==> src/inc/wdhc_pkg.sv <==
// Purpose: constants and types for the watchdog and halt control block
// Assumes: 8-bit register port, one clock domain
// Notes: none
package wdhc_pkg;
  // =====================================================================
  // register map
  localparam logic [1:0] WDHC_ADDR_SELECT = 2'h0;
  localparam logic [1:0] WDHC_ADDR_STATUS = 2'h1;
  localparam logic [7:0] WDHC_SELECT_RST = 8'h07;
  localparam int WDHC_PS_LSB = 0;
  localparam int WDHC_PS_W = 3;
  localparam int WDHC_STAT_PDF = 0;
  localparam int WDHC_STAT_TO = 1;
  // =====================================================================
  // timing
  localparam int WDHC_FIXED_DIV = 256;
  localparam int WDHC_FIXED_BITS = 8;
  localparam int WDHC_INSTR_DIV = 4;
  localparam int WDHC_WAKE_CYCLES = 1024;
  localparam int WDHC_WAKE_W = 11;
  localparam int WDHC_PRE_W = 8;
  // =====================================================================
  // clear modes and states
  typedef enum logic {WDHC_KICK_ONE, WDHC_KICK_TWO} wdhc_kick_t;
  typedef enum logic [1:0] {WDHC_RUN, WDHC_HALTED, WDHC_WAKE} wdhc_state_t;
  typedef struct packed {
    logic kickSingle;
    logic kickFirst;
    logic kickSecond;
    logic haltInstr;
  } wdhc_core_t;
endpackage : wdhc_pkg

==> src/wdhc_top.sv <==
// Purpose: watchdog timer with prescaler, halt entry and wake-up control
// Assumes: clk is the system clock; the oscillator tick is synchronous
// Notes: build options are parameters; only the select register is written

// =====================================================================
// Function
// watchdog clocked by oscillator tick or instruction clock (clk/4)
// disabled watchdog ignores all watchdog operations, never times out
// oscillator source passes a fixed divide-by-256 before the prescaler
// select bits 2..0 set prescale ratio 2 to the field value
// instruction clock source stops counting while halted
// select bits 7..3 are plain storage for software flags
// overflow while running gives chip reset and sets time-out flag
// overflow while halted gives warm reset of program counter and stack
// external reset, clear sequence or halt clear counter and prescaler
// single-clear mode clears on each single clear instruction
// two-clear mode clears only after both clear instructions
// halt stops system clock; watchdog oscillator keeps running
// halt leaves memory, registers and ports unchanged
// halt entry clears counter and prescaler, counting restarts at zero
// halt sets power-down flag and clears time-out flag
// halt pin driven high while halted to disable external memory
// leave halt on reset, interrupt, port A fall or overflow
// power-down flag cleared at power-up and by single clear instruction
// port A bits wake by build mask; resume at next instruction
// disabled or stack-full interrupt wake resumes next instruction
// wake waits 1024 system clocks; vectored wake one cycle more
// interrupt already pending at halt entry cannot wake the device
// time-out flag cleared at power-up, single clear and halt
// build options are synthesis parameters, not software bits
module wdhc_top #(
  parameter bit USE_OSC = 1'b1,
  parameter bit WDT_ENABLE = 1'b1,
  parameter bit OSC_ENABLE = 1'b1,
  parameter wdhc_pkg::wdhc_kick_t KICK_MODE = wdhc_pkg::WDHC_KICK_ONE,
  parameter logic [7:0] WAKE_MASK = 8'hFF,
  parameter int WAKE_CYCLES = wdhc_pkg::WDHC_WAKE_CYCLES
) (
  input wire logic clk,
  input wire logic rst,
  input wire logic externalInitPin_n,
  input wire logic oscTick,
  input wire wdhc_pkg::wdhc_core_t core,
  input wire logic [7:0] portA,
  input wire logic irqPending,
  input wire logic irqEnabled,
  input wire logic stackFull,
  input wire logic [1:0] addr,
  input wire logic [7:0] wrData,
  input wire logic wrStb,
  input wire logic rdStb,
  output logic [7:0] rdData,
  output logic chipReset,
  output logic warmReset,
  output logic haltPin,
  output logic sysClkRun,
  output logic resumeNext,
  output logic resumeVector,
  output logic powerdownFlag,
  output logic watchdogExpiredFlag
);
  // =====================================================================
  // decode
  wdhc_pkg::wdhc_state_t state, next_state;
  logic [7:0] watchdogSelect;
  logic [1:0] instrDiv;
  logic [wdhc_pkg::WDHC_FIXED_BITS-1:0] fixedDiv;
  logic [wdhc_pkg::WDHC_PRE_W-1:0] prescale;
  logic [wdhc_pkg::WDHC_WAKE_W-1:0] wakeCnt;
  logic firstSeen, secondSeen;
  logic irqBlocked;
  logic vectorWake, extraCycle;
  logic [7:0] portPrev;
  logic extInit;
  wire halted = (state == wdhc_pkg::WDHC_HALTED);
  wire running = (state == wdhc_pkg::WDHC_RUN);
  wire haltNow = running && core.haltInstr;
  wire [2:0] psSel = watchdogSelect[wdhc_pkg::WDHC_PS_LSB +:
                                    wdhc_pkg::WDHC_PS_W];
  // single kick or completed pair, ignored when disabled
  wire pairDone = (firstSeen || core.kickFirst) &&
                  (secondSeen || core.kickSecond);
  wire kickNow = WDT_ENABLE && running &&
                 ((KICK_MODE == wdhc_pkg::WDHC_KICK_ONE) ? core.kickSingle
                                                         : pairDone);
  wire singleClr = WDT_ENABLE && running && core.kickSingle &&
                   (KICK_MODE == wdhc_pkg::WDHC_KICK_ONE);
  // clears of counter and prescaler
  wire wdClear = extInit || kickNow || haltNow;

  // =====================================================================
  // watchdog clock source and overflow
  // the instruction clock stops with the system clock in halt
  wire instrWrap = (instrDiv == 2'(wdhc_pkg::WDHC_INSTR_DIV - 1));
  wire instrTick = instrWrap && !halted;
  wire oscSource = USE_OSC && OSC_ENABLE;
  wire oscOk = OSC_ENABLE && oscTick;
  wire srcTick = oscSource ? oscOk : instrTick;
  wire fixedWrap = &fixedDiv;
  wire fixedTick = srcTick && fixedWrap;
  wire baseTick = oscSource ? fixedTick : srcTick;
  wire [wdhc_pkg::WDHC_PRE_W-1:0] psLast =
    wdhc_pkg::WDHC_PRE_W'((1 << psSel) - 1);
  wire psWrap = (prescale == psLast);
  wire liveState = running || halted;
  // a clear in the same cycle cancels the overflow
  wire overflow = WDT_ENABLE && baseTick && psWrap && !wdClear &&
                  liveState;
  wire runOverflow = overflow && running;
  wire haltOverflow = overflow && halted;

  // =====================================================================
  // wake sources
  wire [7:0] portFall = portPrev & ~portA & WAKE_MASK;
  wire portWake = |portFall;
  wire irqWake = irqPending && !irqBlocked;
  wire wakeEvent = halted && (irqWake || portWake);
  wire wakeDone = (wakeCnt == wdhc_pkg::WDHC_WAKE_W'(WAKE_CYCLES - 1));
  wire inWake = (state == wdhc_pkg::WDHC_WAKE);
  wire vectorNext = irqWake && irqEnabled && !stackFull;

  // =====================================================================
  // register decode
  wire selectHit = (addr == wdhc_pkg::WDHC_ADDR_SELECT);
  wire statusHit = (addr == wdhc_pkg::WDHC_ADDR_STATUS);
  wire selWr = wrStb && selectHit;
  wire selReset = rst || extInit || runOverflow;
  wire [7:0] statusRd = {6'h00, watchdogExpiredFlag, powerdownFlag};
  wire [7:0] rdMux = selectHit ? watchdogSelect :
                     statusHit ? statusRd : 8'h00;
  wire [7:0] next_rdData = rdStb ? rdMux : 8'h00;

  // =====================================================================
  // state machine
  always_comb begin
    next_state = state;
    unique case (state)
      wdhc_pkg::WDHC_RUN: begin
        if (core.haltInstr) begin
          next_state = wdhc_pkg::WDHC_HALTED;
        end
      end
      wdhc_pkg::WDHC_HALTED: begin
        if (wakeEvent) begin
          next_state = wdhc_pkg::WDHC_WAKE;
        end else if (overflow) begin
          next_state = wdhc_pkg::WDHC_RUN;
        end
      end
      wdhc_pkg::WDHC_WAKE: begin
        if (wakeDone && !(vectorWake && !extraCycle)) begin
          next_state = wdhc_pkg::WDHC_RUN;
        end
      end
    endcase
    if (extInit) begin
      next_state = wdhc_pkg::WDHC_RUN;
    end
  end

  // registered external init pin, level sensitive
  always_ff @(posedge clk) begin
    if (rst) begin
      extInit <= 1'b0;
    end else begin
      extInit <= !externalInitPin_n;
    end
  end

  always_ff @(posedge clk) begin
    if (rst) begin
      state <= wdhc_pkg::WDHC_RUN;
    end else begin
      state <= next_state;
    end
  end

  // =====================================================================
  // dividers and watchdog counter
  always_ff @(posedge clk) begin
    if (rst || extInit) begin
      instrDiv <= 2'h0;
    end else begin
      instrDiv <= instrDiv + 2'h1;
    end
  end

  // clears always win over counting
  wire cntClear = rst || wdClear || overflow;
  wire cntStep = WDT_ENABLE && srcTick;

  always_ff @(posedge clk) begin
    if (cntClear) begin
      fixedDiv <= '0;
    end else if (cntStep) begin
      fixedDiv <= fixedDiv + 1'b1;
    end
  end

  always_ff @(posedge clk) begin
    if (cntClear) begin
      prescale <= '0;
    end else if (cntStep && baseTick) begin
      prescale <= prescale + 1'b1;
    end
  end

  // pair progress is forgotten on any clear except an overflow
  wire pairClear = rst || wdClear;
  wire pairTrack = WDT_ENABLE && running;

  always_ff @(posedge clk) begin
    if (pairClear) begin
      firstSeen <= 1'b0;
    end else if (pairTrack && core.kickFirst) begin
      firstSeen <= 1'b1;
    end
  end

  always_ff @(posedge clk) begin
    if (pairClear) begin
      secondSeen <= 1'b0;
    end else if (pairTrack && core.kickSecond) begin
      secondSeen <= 1'b1;
    end
  end

  // =====================================================================
  // register port
  // select returns to its reset value on any chip reset
  always_ff @(posedge clk) begin
    if (selReset) begin
      watchdogSelect <= wdhc_pkg::WDHC_SELECT_RST;
    end else if (selWr) begin
      watchdogSelect <= wrData;
    end
  end

  always_ff @(posedge clk) begin
    if (rst) begin
      rdData <= 8'h00;
    end else begin
      rdData <= next_rdData;
    end
  end

  // =====================================================================
  // flags: a halt or clear in the same cycle cancels the time-out
  wire tofSet = overflow;
  wire tofClr = haltNow || singleClr || (extInit && halted);
  wire pdfSet = haltNow;
  wire pdfClr = singleClr;
  wire next_powerdownFlag = pdfSet ? 1'b1 : pdfClr ? 1'b0 : powerdownFlag;
  wire next_watchdogExpiredFlag = tofSet ? 1'b1 :
                                  tofClr ? 1'b0 : watchdogExpiredFlag;

  always_ff @(posedge clk) begin
    if (rst) begin
      powerdownFlag <= 1'b0;
    end else begin
      powerdownFlag <= next_powerdownFlag;
    end
  end

  always_ff @(posedge clk) begin
    if (rst) begin
      watchdogExpiredFlag <= 1'b0;
    end else begin
      watchdogExpiredFlag <= next_watchdogExpiredFlag;
    end
  end

  // =====================================================================
  // wake sequencing
  // idle-high start value flags a fall on any WAKE_MASK bit of port A that is already low right after reset
  always_ff @(posedge clk) begin
    if (rst) begin
      portPrev <= 8'hFF;
    end else begin
      portPrev <= portA;
    end
  end

  always_ff @(posedge clk) begin
    if (rst) begin
      irqBlocked <= 1'b0;
    end else if (haltNow) begin
      irqBlocked <= irqPending;
    end
  end

  always_ff @(posedge clk) begin
    if (rst || !inWake) begin
      wakeCnt <= '0;
    end else if (!wakeDone) begin
      wakeCnt <= wakeCnt + 1'b1;
    end
  end

  // vectored wake holds its exit one more cycle
  always_ff @(posedge clk) begin
    if (rst || !inWake) begin
      extraCycle <= 1'b0;
    end else if (wakeDone) begin
      extraCycle <= 1'b1;
    end
  end

  always_ff @(posedge clk) begin
    if (rst) begin
      vectorWake <= 1'b0;
    end else if (!inWake && wakeEvent) begin
      vectorWake <= vectorNext;
    end
  end

  wire leaveWake = inWake && (next_state == wdhc_pkg::WDHC_RUN) &&
                   !extInit;

  // =====================================================================
  // reset, halt and resume outputs
  wire next_chipReset = extInit || runOverflow;
  wire next_warmReset = haltOverflow;
  wire next_haltPin = (next_state == wdhc_pkg::WDHC_HALTED);
  wire next_sysClkRun = !next_haltPin;
  wire next_resumeNext = leaveWake && !vectorWake;
  wire next_resumeVector = leaveWake && vectorWake;

  always_ff @(posedge clk) begin
    if (rst) begin
      chipReset <= 1'b1;
    end else begin
      chipReset <= next_chipReset;
    end
  end

  always_ff @(posedge clk) begin
    if (rst) begin
      warmReset <= 1'b0;
    end else begin
      warmReset <= next_warmReset;
    end
  end

  always_ff @(posedge clk) begin
    if (rst) begin
      haltPin <= 1'b0;
    end else begin
      haltPin <= next_haltPin;
    end
  end

  always_ff @(posedge clk) begin
    if (rst) begin
      sysClkRun <= 1'b1;
    end else begin
      sysClkRun <= next_sysClkRun;
    end
  end

  always_ff @(posedge clk) begin
    if (rst) begin
      resumeNext <= 1'b0;
    end else begin
      resumeNext <= next_resumeNext;
    end
  end

  always_ff @(posedge clk) begin
    if (rst) begin
      resumeVector <= 1'b0;
    end else begin
      resumeVector <= next_resumeVector;
    end
  end
endmodule : wdhc_top

==> config.mk <==
export PLATFORM = sky130hd
export DESIGN_NAME = wdhc_top
export DESIGN_NICKNAME = d
export VERILOG_FILES = /design/src/inc/wdhc_pkg.sv /design/src/wdhc_top.sv
export SDC_FILE = /design/constraint.sdc
export NUM_CORES = 1
export LEC_CHECK = 0
export BUFFER_PORTS_ARGS = -buffer_cell sky130_fd_sc_hd__buf_4
export CAP_MARGIN = 20
export CORE_MARGIN = 5
export CORE_UTILIZATION = 55
export CTS_CLUSTER_SIZE = 40
export DETAILED_ROUTE_END_ITERATION = 10
export PLACE_DENSITY = 0.78
export SLEW_MARGIN = 30
export SYNTH_ARGS = -nofsm -noshare
export SYNTH_HDL_FRONTEND = slang
export SYNTH_SLANG_ARGS = --single-unit
export TNS_END_PERCENT = 100
==> constraint.sdc <==
create_clock -name clk -period 4.5 [get_ports clk]
set_clock_uncertainty 0.1 [all_clocks]
set_input_delay 0.225 -clock clk [delete_from_list [all_inputs] [get_ports clk]]
set_output_delay 0.225 -clock clk [all_outputs]
set_load 0.03 [all_outputs]
* Yosys cells after proc, flatten, opt, wreduce, memory -nomap -nowiden
Cells that the tools add are included.
** Operators by class
- $add $sub $neg :: 4
- Equality and inequality tests :: 6
- Shifts and indexed selects :: 1
- Multiplexer cells :: 12
- Bitwise operators :: 3
- Reduce and logical (&&, ||, !) cells :: 52
** Operator list (count)
- logical AND 1 bit :: 22
- adder 8 x 1 -> 8 bit, second input constant :: 2
- logical OR 1 bit :: 12
- 2-to-1 mux 2 bit :: 6
- adder 11 x 1 -> 11 bit, second input constant :: 1
- equality test 11 x 10 -> 1 bit, second input constant :: 1
- zero test 1 bit :: 10
- bitwise AND 8 bit :: 1
- equality test 8 bit :: 1
- 2-to-1 mux 8 bit :: 1
- NOT 8 bit :: 1
- AND reduction 8 bit :: 1
- OR reduction 8 bit :: 1
- left shift 1 x 3 -> 8 bit, first input constant :: 1
- subtractor 8 x 2 -> 8 bit, second input constant :: 1
- equality test 2 x 1 -> 1 bit, second input constant :: 3
- zero test 2 bit :: 3
- one-hot mux 2 bit (3 select lines) :: 1
- 2-to-1 mux 1 bit :: 4
- nonzero test 2 bit :: 2
- equality test 2 bit, second input constant :: 1
- OR reduction 2 bit :: 1
- NOT 1 bit :: 1
** Storage, ports and cells
- Register bits after elaboration :: 65
- Bits of input ports :: 31
- Output and inout port bits :: 16
- Word-level logic and storage cells :: 97

* Longest topological paths before layout
Gate-level depths: netlist (run 1).
- Word-level depth :: 15
- Depth in mapped cells :: 12
- Depth with buffers taken out :: 9

* Least setup slack after synthesis (run 1)
No wires, ideal clock.
- Path kind :: reg-to-reg
- Start point :: reg watchdogSelect[0]
- End point :: reg sysClkRun
- Library setup time :: 0.120 ns
- Arrival time :: 2.365 ns
- Required time :: 4.280 ns
- Slack :: 1.915 ns
- Stages on the path, launching flop included :: 11
- Buffers on the path :: 2
- Clock period less this slack :: 2.585 ns
- Path through :: dfxtp_1 > buf_6 > or3_4 > ha_1 > buf_2 > xor2_1 > mux2i_1 > o2111a_1 > o31ai_2 > a41o_1 > or2_1
** On the way
- Word-level cells in the longest chain between the ends :: 12
** Ends and longest elaborated chain
- start, declared :: line wdhc_top.sv:65 : logic [7:0] watchdogSelect;
- start signal, assigned :: line wdhc_top.sv:233 : watchdogSelect <= wdhc_pkg::WDHC_SELECT_RST;
- start signal, assigned :: line wdhc_top.sv:235 : watchdogSelect <= wrData;
- left shift 1 x 3 -> 8 bit :: line wdhc_top.sv:103 : wdhc_pkg::WDHC_PRE_W'((1 << psSel) - 1);
- subtractor 8 x 2 -> 8 bit :: line wdhc_top.sv:103
- equality test 8 bit :: line wdhc_top.sv:104 : wire psWrap = (prescale == psLast);
- logical AND 1 bit (3 in series) :: line wdhc_top.sv:107 : wire overflow = WDT_ENABLE && baseTick && psWrap && !wdClear &&
- 2-to-1 mux 2 bit :: line wdhc_top.sv:146 : end else if (overflow) begin
- 2-to-1 mux 2 bit :: line wdhc_top.sv:144 : if (wakeEvent) begin
- one-hot mux 2 bit (3 select lines) :: line wdhc_top.sv:137 : unique case (state)
- 2-to-1 mux 2 bit :: line wdhc_top.sv:156 : if (extInit) begin
- equality test 2 x 1 -> 1 bit :: line wdhc_top.sv:324 : wire next_haltPin = (next_state == wdhc_pkg::WDHC_HALTED);
- zero test 1 bit :: line wdhc_top.sv:325 : wire next_sysClkRun = !next_haltPin;
- end signal, assigned :: line wdhc_top.sv:357 : sysClkRun <= next_sysClkRun;
- end, declared :: line wdhc_top.sv:56 : output logic sysClkRun,
No other way between the ends.
A chain may end at the register's enable or synchronous reset.

* Final worst setup path (run 1)
- Start point :: reg watchdogSelect[1]
- End point :: reg resumeNext
** On the way
- Word-level cells in the longest chain between the ends :: 14
** Ends and longest elaborated chain
- left shift 1 x 3 -> 8 bit :: line wdhc_top.sv:103
- subtractor 8 x 2 -> 8 bit :: line wdhc_top.sv:103
- equality test 8 bit :: line wdhc_top.sv:104
- logical AND 1 bit (3 in series) :: line wdhc_top.sv:107
- 2-to-1 mux 2 bit :: line wdhc_top.sv:146
- 2-to-1 mux 2 bit :: line wdhc_top.sv:144
- one-hot mux 2 bit (3 select lines) :: line wdhc_top.sv:137
- 2-to-1 mux 2 bit :: line wdhc_top.sv:156
- zero test 2 bit :: line wdhc_top.sv:317 : wire leaveWake = inWake && (next_state == wdhc_pkg::WDHC_RUN) &&
- logical AND 1 bit (2 in series) :: line wdhc_top.sv:317
- logical AND 1 bit :: line wdhc_top.sv:326 : wire next_resumeNext = leaveWake && !vectorWake;
- end signal, assigned :: line wdhc_top.sv:365 : resumeNext <= next_resumeNext;
- end, declared :: line wdhc_top.sv:57 : output logic resumeNext,
No other way between the ends.

==> impl_metrics.py, run 1 <==
metrics = {
    "clock_network": {
        "cts_tree": "built",
        "htreeDepth": 3,
        "clk_path_buf_depth": 2,
        "path_clk_slew_ns": 0.08,
        "cts-root-buf": "clkbuf_8",
        "clkLatencyLatePin_ns": 0.34,
        "clock_sinks": 65,
        "postCtsSetupRepairBufs": 0,
        "cts_made_buffers": 9,
    },
    "logic_synthesis": {
        "syn_inst": 318,
        "avgSynthCellArea_um2": 9.557,
        "synth_top_area_share_pct": 42.82,
        "syn_area_um2": 3039,
        "synth-seq-area-share_pct": 42.82,
        "synth_area_leaders": "dfxtp_1 (43%), nor2_1 (3.8%), xnor2_1 (3.7%)",
        "synth_nets": 356,
        "synth_seq_cells": 65,
        "yosysWarnings": 0,
        "ys.flop_type": "dfxtp_1",
        "yosysTopAreaCell": "dfxtp_1",
        "synth_edf_count": 0,
        "synthArstFlopShare_pct": 0,
        "synthDistinctLibCells": 57,
    },
    "layout": {
        "ff_latch_area_um2": 1301,
        "n_antenna_cell": 0,
        "finish.utilization_pct": 68.60,
        "final_cell_mix": "dfxtp_1 (65), buf_4 (45), nor2_1 (31), nand2_1 (22), xnor2_1 (13)",
        "areaGrowthSynthToFinish_pct": 22.77,
        "fillers": 432,
        "layout_commonest_cell": "dfxtp_1",
        "multi_input_area_um2": 1614,
        "drive_gt1_share_pct": 24.07,
        "layout.nets": 411,
    },
    "grt": {
        "antenna_found_initial": 0,
        "grt_usage_pct": 18.49,
        "grt_pass1_vias": 2485,
        "grt.overflow.total": 0,
        "grt_max_degree": 19,
        "grt_pass1_wl_um": 10850,
    },
    "outcome": {
        "status": "finished, final reports clean",
    },
    "timing": {
        "period_share_pct": 69.51,
        "relSlewSlack_pct": 46.65,
        "timing.fmax_mhz": 319.7,
        "finalHoldViolCount": 0,
        "rsz0062_at_grt": "no",
        "tightest_slew_ns": 0.7959,
        "setup_violations": 0,
        "period_minus_slack_ns": 3.128,
        "slew_viol_final": 0,
        "setup_tns_ns": 0,
    },
    "place": {
        "dpl.hpwl_um": 4255,
        "portBuffers": 44,
        "globalplace.congestion": 0.7850,
    },
    "route": {
        "drc": 0,
        "viasPerCell": 5.409,
        "ant_nets": 0,
        "wire_per_inst_um": 13.77,
        "via_count": 2434,
        "wl_um": 6197,
        "drt_pass1_iterations": 4,
        "drt-initial-drc-count": 61,
    },
    "pwr": {
        "p_leak_nw": 1.495,
        "power_density_nw_per_um2": 349.3,
        "peakVddDrop_v": 0.0002027,
    },
    "floorplanning": {
        "die_y_um": 84.34,
        "num_io_pins": 47,
        "die_area_um2": 7112,
        "num_rows": 27,
        "die_w_um": 84.34,
        "start_util_pct": 55.88,
        "core-area_um2": 5439,
    },
    "setup_path": {
        "crit_path_max_incr_delay_ns": 0.69,
        "endpoint_kind": "flop",
        "path_cells": "or3_4 -> ha_1 -> and3b_1 -> a21oi_1 -> nor4_1 -> nor3_1 -> nor3_2 -> o211a_1",
        "critPathKind": "reg -> reg",
        "arrival_ns": 3.31,
        "startpoint_type": "flop",
        "critPathSlowestCell": "nor3_2",
        "crit_fanout": 12,
        "required_ns": 4.68,
    },
    "flow_run": {
        "drv_cap": 0,
    },
    "hold_path": {
        "min_path_type": "in -> reg",
    },
}
flip-flops by register name, summed over array words and instances (netlist names), 2 cells and up:
signal / cells
prescale: 8
rdData: 8
fixedDiv: 8
watchdogSelect: 8
state: 2
portPrev: 8
wakeCnt: 11
power by group:
| part | switching [mW] | internal [mW] | total, mW | leakage [nW] |
|---|---|---|---|---|
| Combinational | 0.0547 | 0.0517 | 0.106 | 0.850 |
| Clock | 0.230 | 0.371 | 0.601 | 0.117 |
| Sequential | 0.00840 | 0.587 | 0.596 | 0.529 |
| Total | 0.293 | 1.01 | 1.30 | 1.50 |
final timing paths:
kind / start / slack (ns) / cells past startpoint / endpoint
worst max-delay path: watchdogSelect[1]$_SDFFE_PP1P_ / 1.37 / 8 / resumeNext$_SDFF_PP0_
worst min-delay path: irqPending / 0.05 / 3 / irqBlocked$_SDFFE_PP0P_
worst max register to register: watchdogSelect[1]$_SDFFE_PP1P_ / 1.37 / 8 / resumeNext$_SDFF_PP0_
worst min register to register: wakeCnt[10]$_SDFFE_PP0N_ / 0.34 / 2 / wakeCnt[10]$_SDFFE_PP0N_
synth_stat cells (all sizes together), types with 8 or more instances:
master / n
xnor2: 13
buf: 8
a21oi: 12
and3: 8
nand4: 10
or2: 10
mux2i: 11
inv: 12
nor2: 41
xor2: 12
nand2: 22
dfxtp: 65
metrics by stage:
step	setup WS, ns	instances	total power [mW]	hold slack [ns]	area, µm²
global placement	1.579	424	0.7056	0.2877	3388
CTS	1.409	450	1.311	0.05158	3731
global route	1.251	450	1.349	0.05927	3731
finish	1.372	450	1.303	0.05285	3731
detailed placement	1.472	424	0.7077	0.2876	3388
floorplan	1.915	318	0.6697	0.1917	3039
worst max-delay path: cells and delay by family, from the launching register on:
| kind | cells | cell delay, ns |
|---|---|---|
| simple gates | 5 | 1.90 |
| fa+ha+maj | 1 | 0.33 |
| flops | 1 | 0.43 |
| compound gates | 2 | 0.31 |
cells by family (layout without fill, tap and decap cells):
| kind of cell | after synthesis | after routing | share of synthesized area (%) |
|---|---|---|---|
| and+or+nand+nor | 137 | 137 | 26.93 |
| DFF | 65 | 65 | 42.82 |
| AOI/OAI and AO/OA | 48 | 48 | 11.73 |
| xor gates and xnor gates | 25 | 25 | 7.205 |
| buffers and inverters | 23 | 83 | 4.075 |
| muxes | 13 | 13 | 4.364 |
| adders and majority gates | 7 | 7 | 2.882 |
final cells by class:
class                           instances  area share [%]
Clock buffer                           10           3.421
Clock inverter                          6           3.085
Inverter                               12           1.207
Multi-Input combinational cell        230           43.26
Sequential cell                        65           34.88
Tap cell                               72           2.414
Timing Repair Buffer                   55           11.74
timing repair:
action	CTS	global route
hold buffers	10	0
hold endpoints to repair	10	0
resized for setup	0	0
routing by layer:
layer  vias up  GRT usage [%]  wire length, µm
li1       1229              -                -
met1      1140          21.65             2771
met2        53          32.42             3021
met3        12          4.122              272
met4         0          7.914              131
met5         -              0                0
(Power assumes the default switching activity.)
==> run 2, diff against run 1 <==
--- a/config.mk
+++ b/config.mk
@@ -8,10 +8,10 @@
 export BUFFER_PORTS_ARGS = -buffer_cell sky130_fd_sc_hd__buf_4
 export CAP_MARGIN = 20
 export CORE_MARGIN = 5
-export CORE_UTILIZATION = 55
+export CORE_UTILIZATION = 51
 export CTS_CLUSTER_SIZE = 40
 export DETAILED_ROUTE_END_ITERATION = 10
-export PLACE_DENSITY = 0.78
+export PLACE_DENSITY = 0.76
 export SLEW_MARGIN = 30
 export SYNTH_ARGS = -nofsm -noshare
 export SYNTH_HDL_FRONTEND = slang
==> constraint.sdc (replaced) <==
create_clock -name clk -period 2.85 [get_ports clk]
set_clock_uncertainty 0.1 [all_clocks]
set_input_delay 0.1425 -clock clk [delete_from_list [all_inputs] [get_ports clk]]
set_output_delay 0.1425 -clock clk [all_outputs]
set_load 0.03 [all_outputs]
==> run 2 against run 1 <==
Effect of this change:
- critical path depth did not move
- critical endpoint is now sysClkRun$_SDFF_PP1_
- worst hold slack lost 0.042 ns
- combinational power increased by 68%
- fmax rose by 15%
- largest power group is now registers
- wire length fell by 1.5%
- sequential cell count unchanged
- worst setup slack worse by 1.3 ns
==> impl_metrics.py, run 2 (synthesis gave the netlist of run 1 again) <==
metrics = {
    "place": {
        "portBuffers": 44,
        "dp.cells": 432,
        "dpl.hpwl_um": 4270,
        "globalplace.congestion": 0.8539,
    },
    "layout": {
        "n_antenna_cell": 0,
        "regMostFlops": "wakeCnt",
        "final_cell_mix": "dfxtp_1 (65), buf_4 (49), nor2_1 (31), nand2_1 (22), xnor2_1 (13)",
        "drive_gt1_share_pct": 25.52,
        "stdcell_count": 459,
        "areaGrowthSynthToFinish_pct": 24.04,
        "largest_reg_flops": 11,
        "layout.nets": 418,
        "layout_commonest_cell": "dfxtp_1",
    },
    "timing": {
        "finalHoldViolCount": 0,
        "period_share_pct": 95.75,
        "period_minus_slack_ns": 2.729,
        "timing.fmax_mhz": 366.4,
        "setup_violations": 0,
        "setup_tns_ns": 0,
        "slew_viol_final": 0,
        "relSlewSlack_pct": 68.71,
        "tightest_slew_ns": 0.4655,
    },
    "pwr": {
        "peakVddDrop_v": 0.0003693,
        "p_leak_nw": 1.512,
        "power_density_nw_per_um2": 485.3,
    },
    "setup_path": {
        "crit_end": "sysClkRun$_SDFF_PP1_",
        "r2r_slack_ns": 0.12,
        "critPathSlowestCell": "dfxtp_1",
        "required_ns": 2.97,
        "crit_fanout": 9,
        "crit_path_max_incr_delay_ns": 0.39,
        "arrival_ns": 2.85,
        "endpoint_kind": "flop",
        "critPathKind": "reg -> reg",
        "ff2ff_path_depth": 8,
        "r2r-end": "sysClkRun$_SDFF_PP1_",
        "reg2reg_from": "watchdogSelect[2]$_SDFFE_PP1P_",
        "cp-startpoint": "watchdogSelect[2]$_SDFFE_PP1P_",
        "path_cells": "or3_4 -> ha_1 -> xor2_1 -> mux2i_1 -> o2111a_1 -> o31ai_4 -> a41o_1 -> or2_1",
        "startpoint_type": "flop",
    },
    "floorplanning": {
        "die_area_um2": 7603,
        "start_util_pct": 51.95,
        "num_rows": 28,
        "die_y_um": 87.20,
        "core-area_um2": 5851,
        "num_io_pins": 47,
        "die_w_um": 87.20,
    },
    "route": {
        "ant_nets": 0,
        "wl_um": 6102,
        "drt-initial-drc-count": 99,
        "wire_per_inst_um": 13.29,
        "via_count": 2381,
        "drt_pass1_iterations": 4,
        "viasPerCell": 5.187,
        "drc": 0,
    },
    "grt": {
        "grt_max_degree": 19,
        "grt.overflow.total": 0,
        "grt_pass1_vias": 2248,
        "antenna_found_initial": 0,
        "grt_pass1_wl_um": 10290,
        "grt_usage_pct": 17.26,
    },
    "clock_network": {
        "htreeDepth": 3,
        "cts_made_buffers": 9,
        "clock_sinks": 65,
        "cts_tree": "built",
        "clkLatencyLatePin_ns": 0.33,
        "path_clk_slew_ns": 0.07,
        "clk_path_buf_depth": 2,
        "cts-root-buf": "clkbuf_8",
    },
    "outcome": {
        "status": "finished, final reports clean",
    },
    "flow_run": {
        "drv_cap": 0,
    },
    "hold_path": {
        "min_path_type": "in -> reg",
    },
}
## run 2: power by group
group	internal (mW)	switching, mW	total, mW
Combinational	0.0881	0.0896	0.178
Clock	0.381	0.331	0.712
Sequential	0.928	0.0120	0.940
Total	1.40	0.432	1.83
## run 2: layout make-up
| class | count | area, µm² |
|---|---|---|
| Clock inverter | 2 | 12.51 |
| Clock buffer | 13 | 168.9 |
| Inverter | 12 | 45.04 |
| Multi-Input combinational cell | 230 | 1640 |
| Fill cell | 473 | 2081 |
| Tap cell | 75 | 93.84 |
| Timing Repair Buffer | 62 | 508.0 |
| Sequential cell | 65 | 1301 |
## run 2: timing repair
| item | 4_1_cts | 5_1_grt |
|---|---|---|
| gates resized for setup | 0 | 4 |
| endpoints found under the hold margin | 13 | 0 |
| setup endpoints to repair | 0 | 23 |
| setup buffers | 0 | 1 |
| hold buffers | 12 | 0 |
## run 2: how the worst min path moves through the flow
stage | slack [ns] | end | startpoint | depth (start not counted)
after floorplan | 0.11 | extInit$_SDFF_PP0_ | externalInitPin_n | 1
after global routing | 0.02 | rdData[1]$_SDFF_PP0_ | rdStb | 3
after detailed placement | 0.21 | extInit$_SDFF_PP0_ | externalInitPin_n | 2
final | 0.01 | rdData[1]$_SDFF_PP0_ | rdStb | 3
after CTS | 0.0007 | rdData[0]$_SDFF_PP0_ | rdStb | 3
after global placement | 0.21 | extInit$_SDFF_PP0_ | externalInitPin_n | 2
## run 2: per-layer routing
layer | vias to the layer above | global-route usage [%] | wire, µm
met1 | 1091 | 21.00 | 2772
met3 | 7 | 5.203 | 340
met2 | 42 | 28.71 | 2905
met4 | 0 | 6.416 | 83
li1 | 1241 | - | -
met5 | - | 0 | 0
## run 2: stage by stage
step	util (%)	total power, mW	cell area (µm²)	setup WS, ns	hold WS [ns]
floorplan	-	1.057	3039	0.2652	0.1092
global placement	58.62	1.118	3430	0.1947	0.2067
detailed placement	58.62	1.121	3430	0.09238	0.2143
CTS	63.77	1.846	3731	0.07651	0.0007340
global route	64.44	1.916	3770	-0.02374	0.01631
finish	64.44	1.830	3770	0.1210	0.01093
## run 2: critical path, delay by kind of cell, from the launching register on
| kind | cells | cell delay [ns] |
|---|---|---|
| compound gates | 3 | 0.67 |
| xor+xnor | 1 | 0.27 |
| fa+ha+maj | 1 | 0.32 |
| flops | 1 | 0.39 |
| mux | 1 | 0.28 |
| simple gates | 2 | 0.57 |
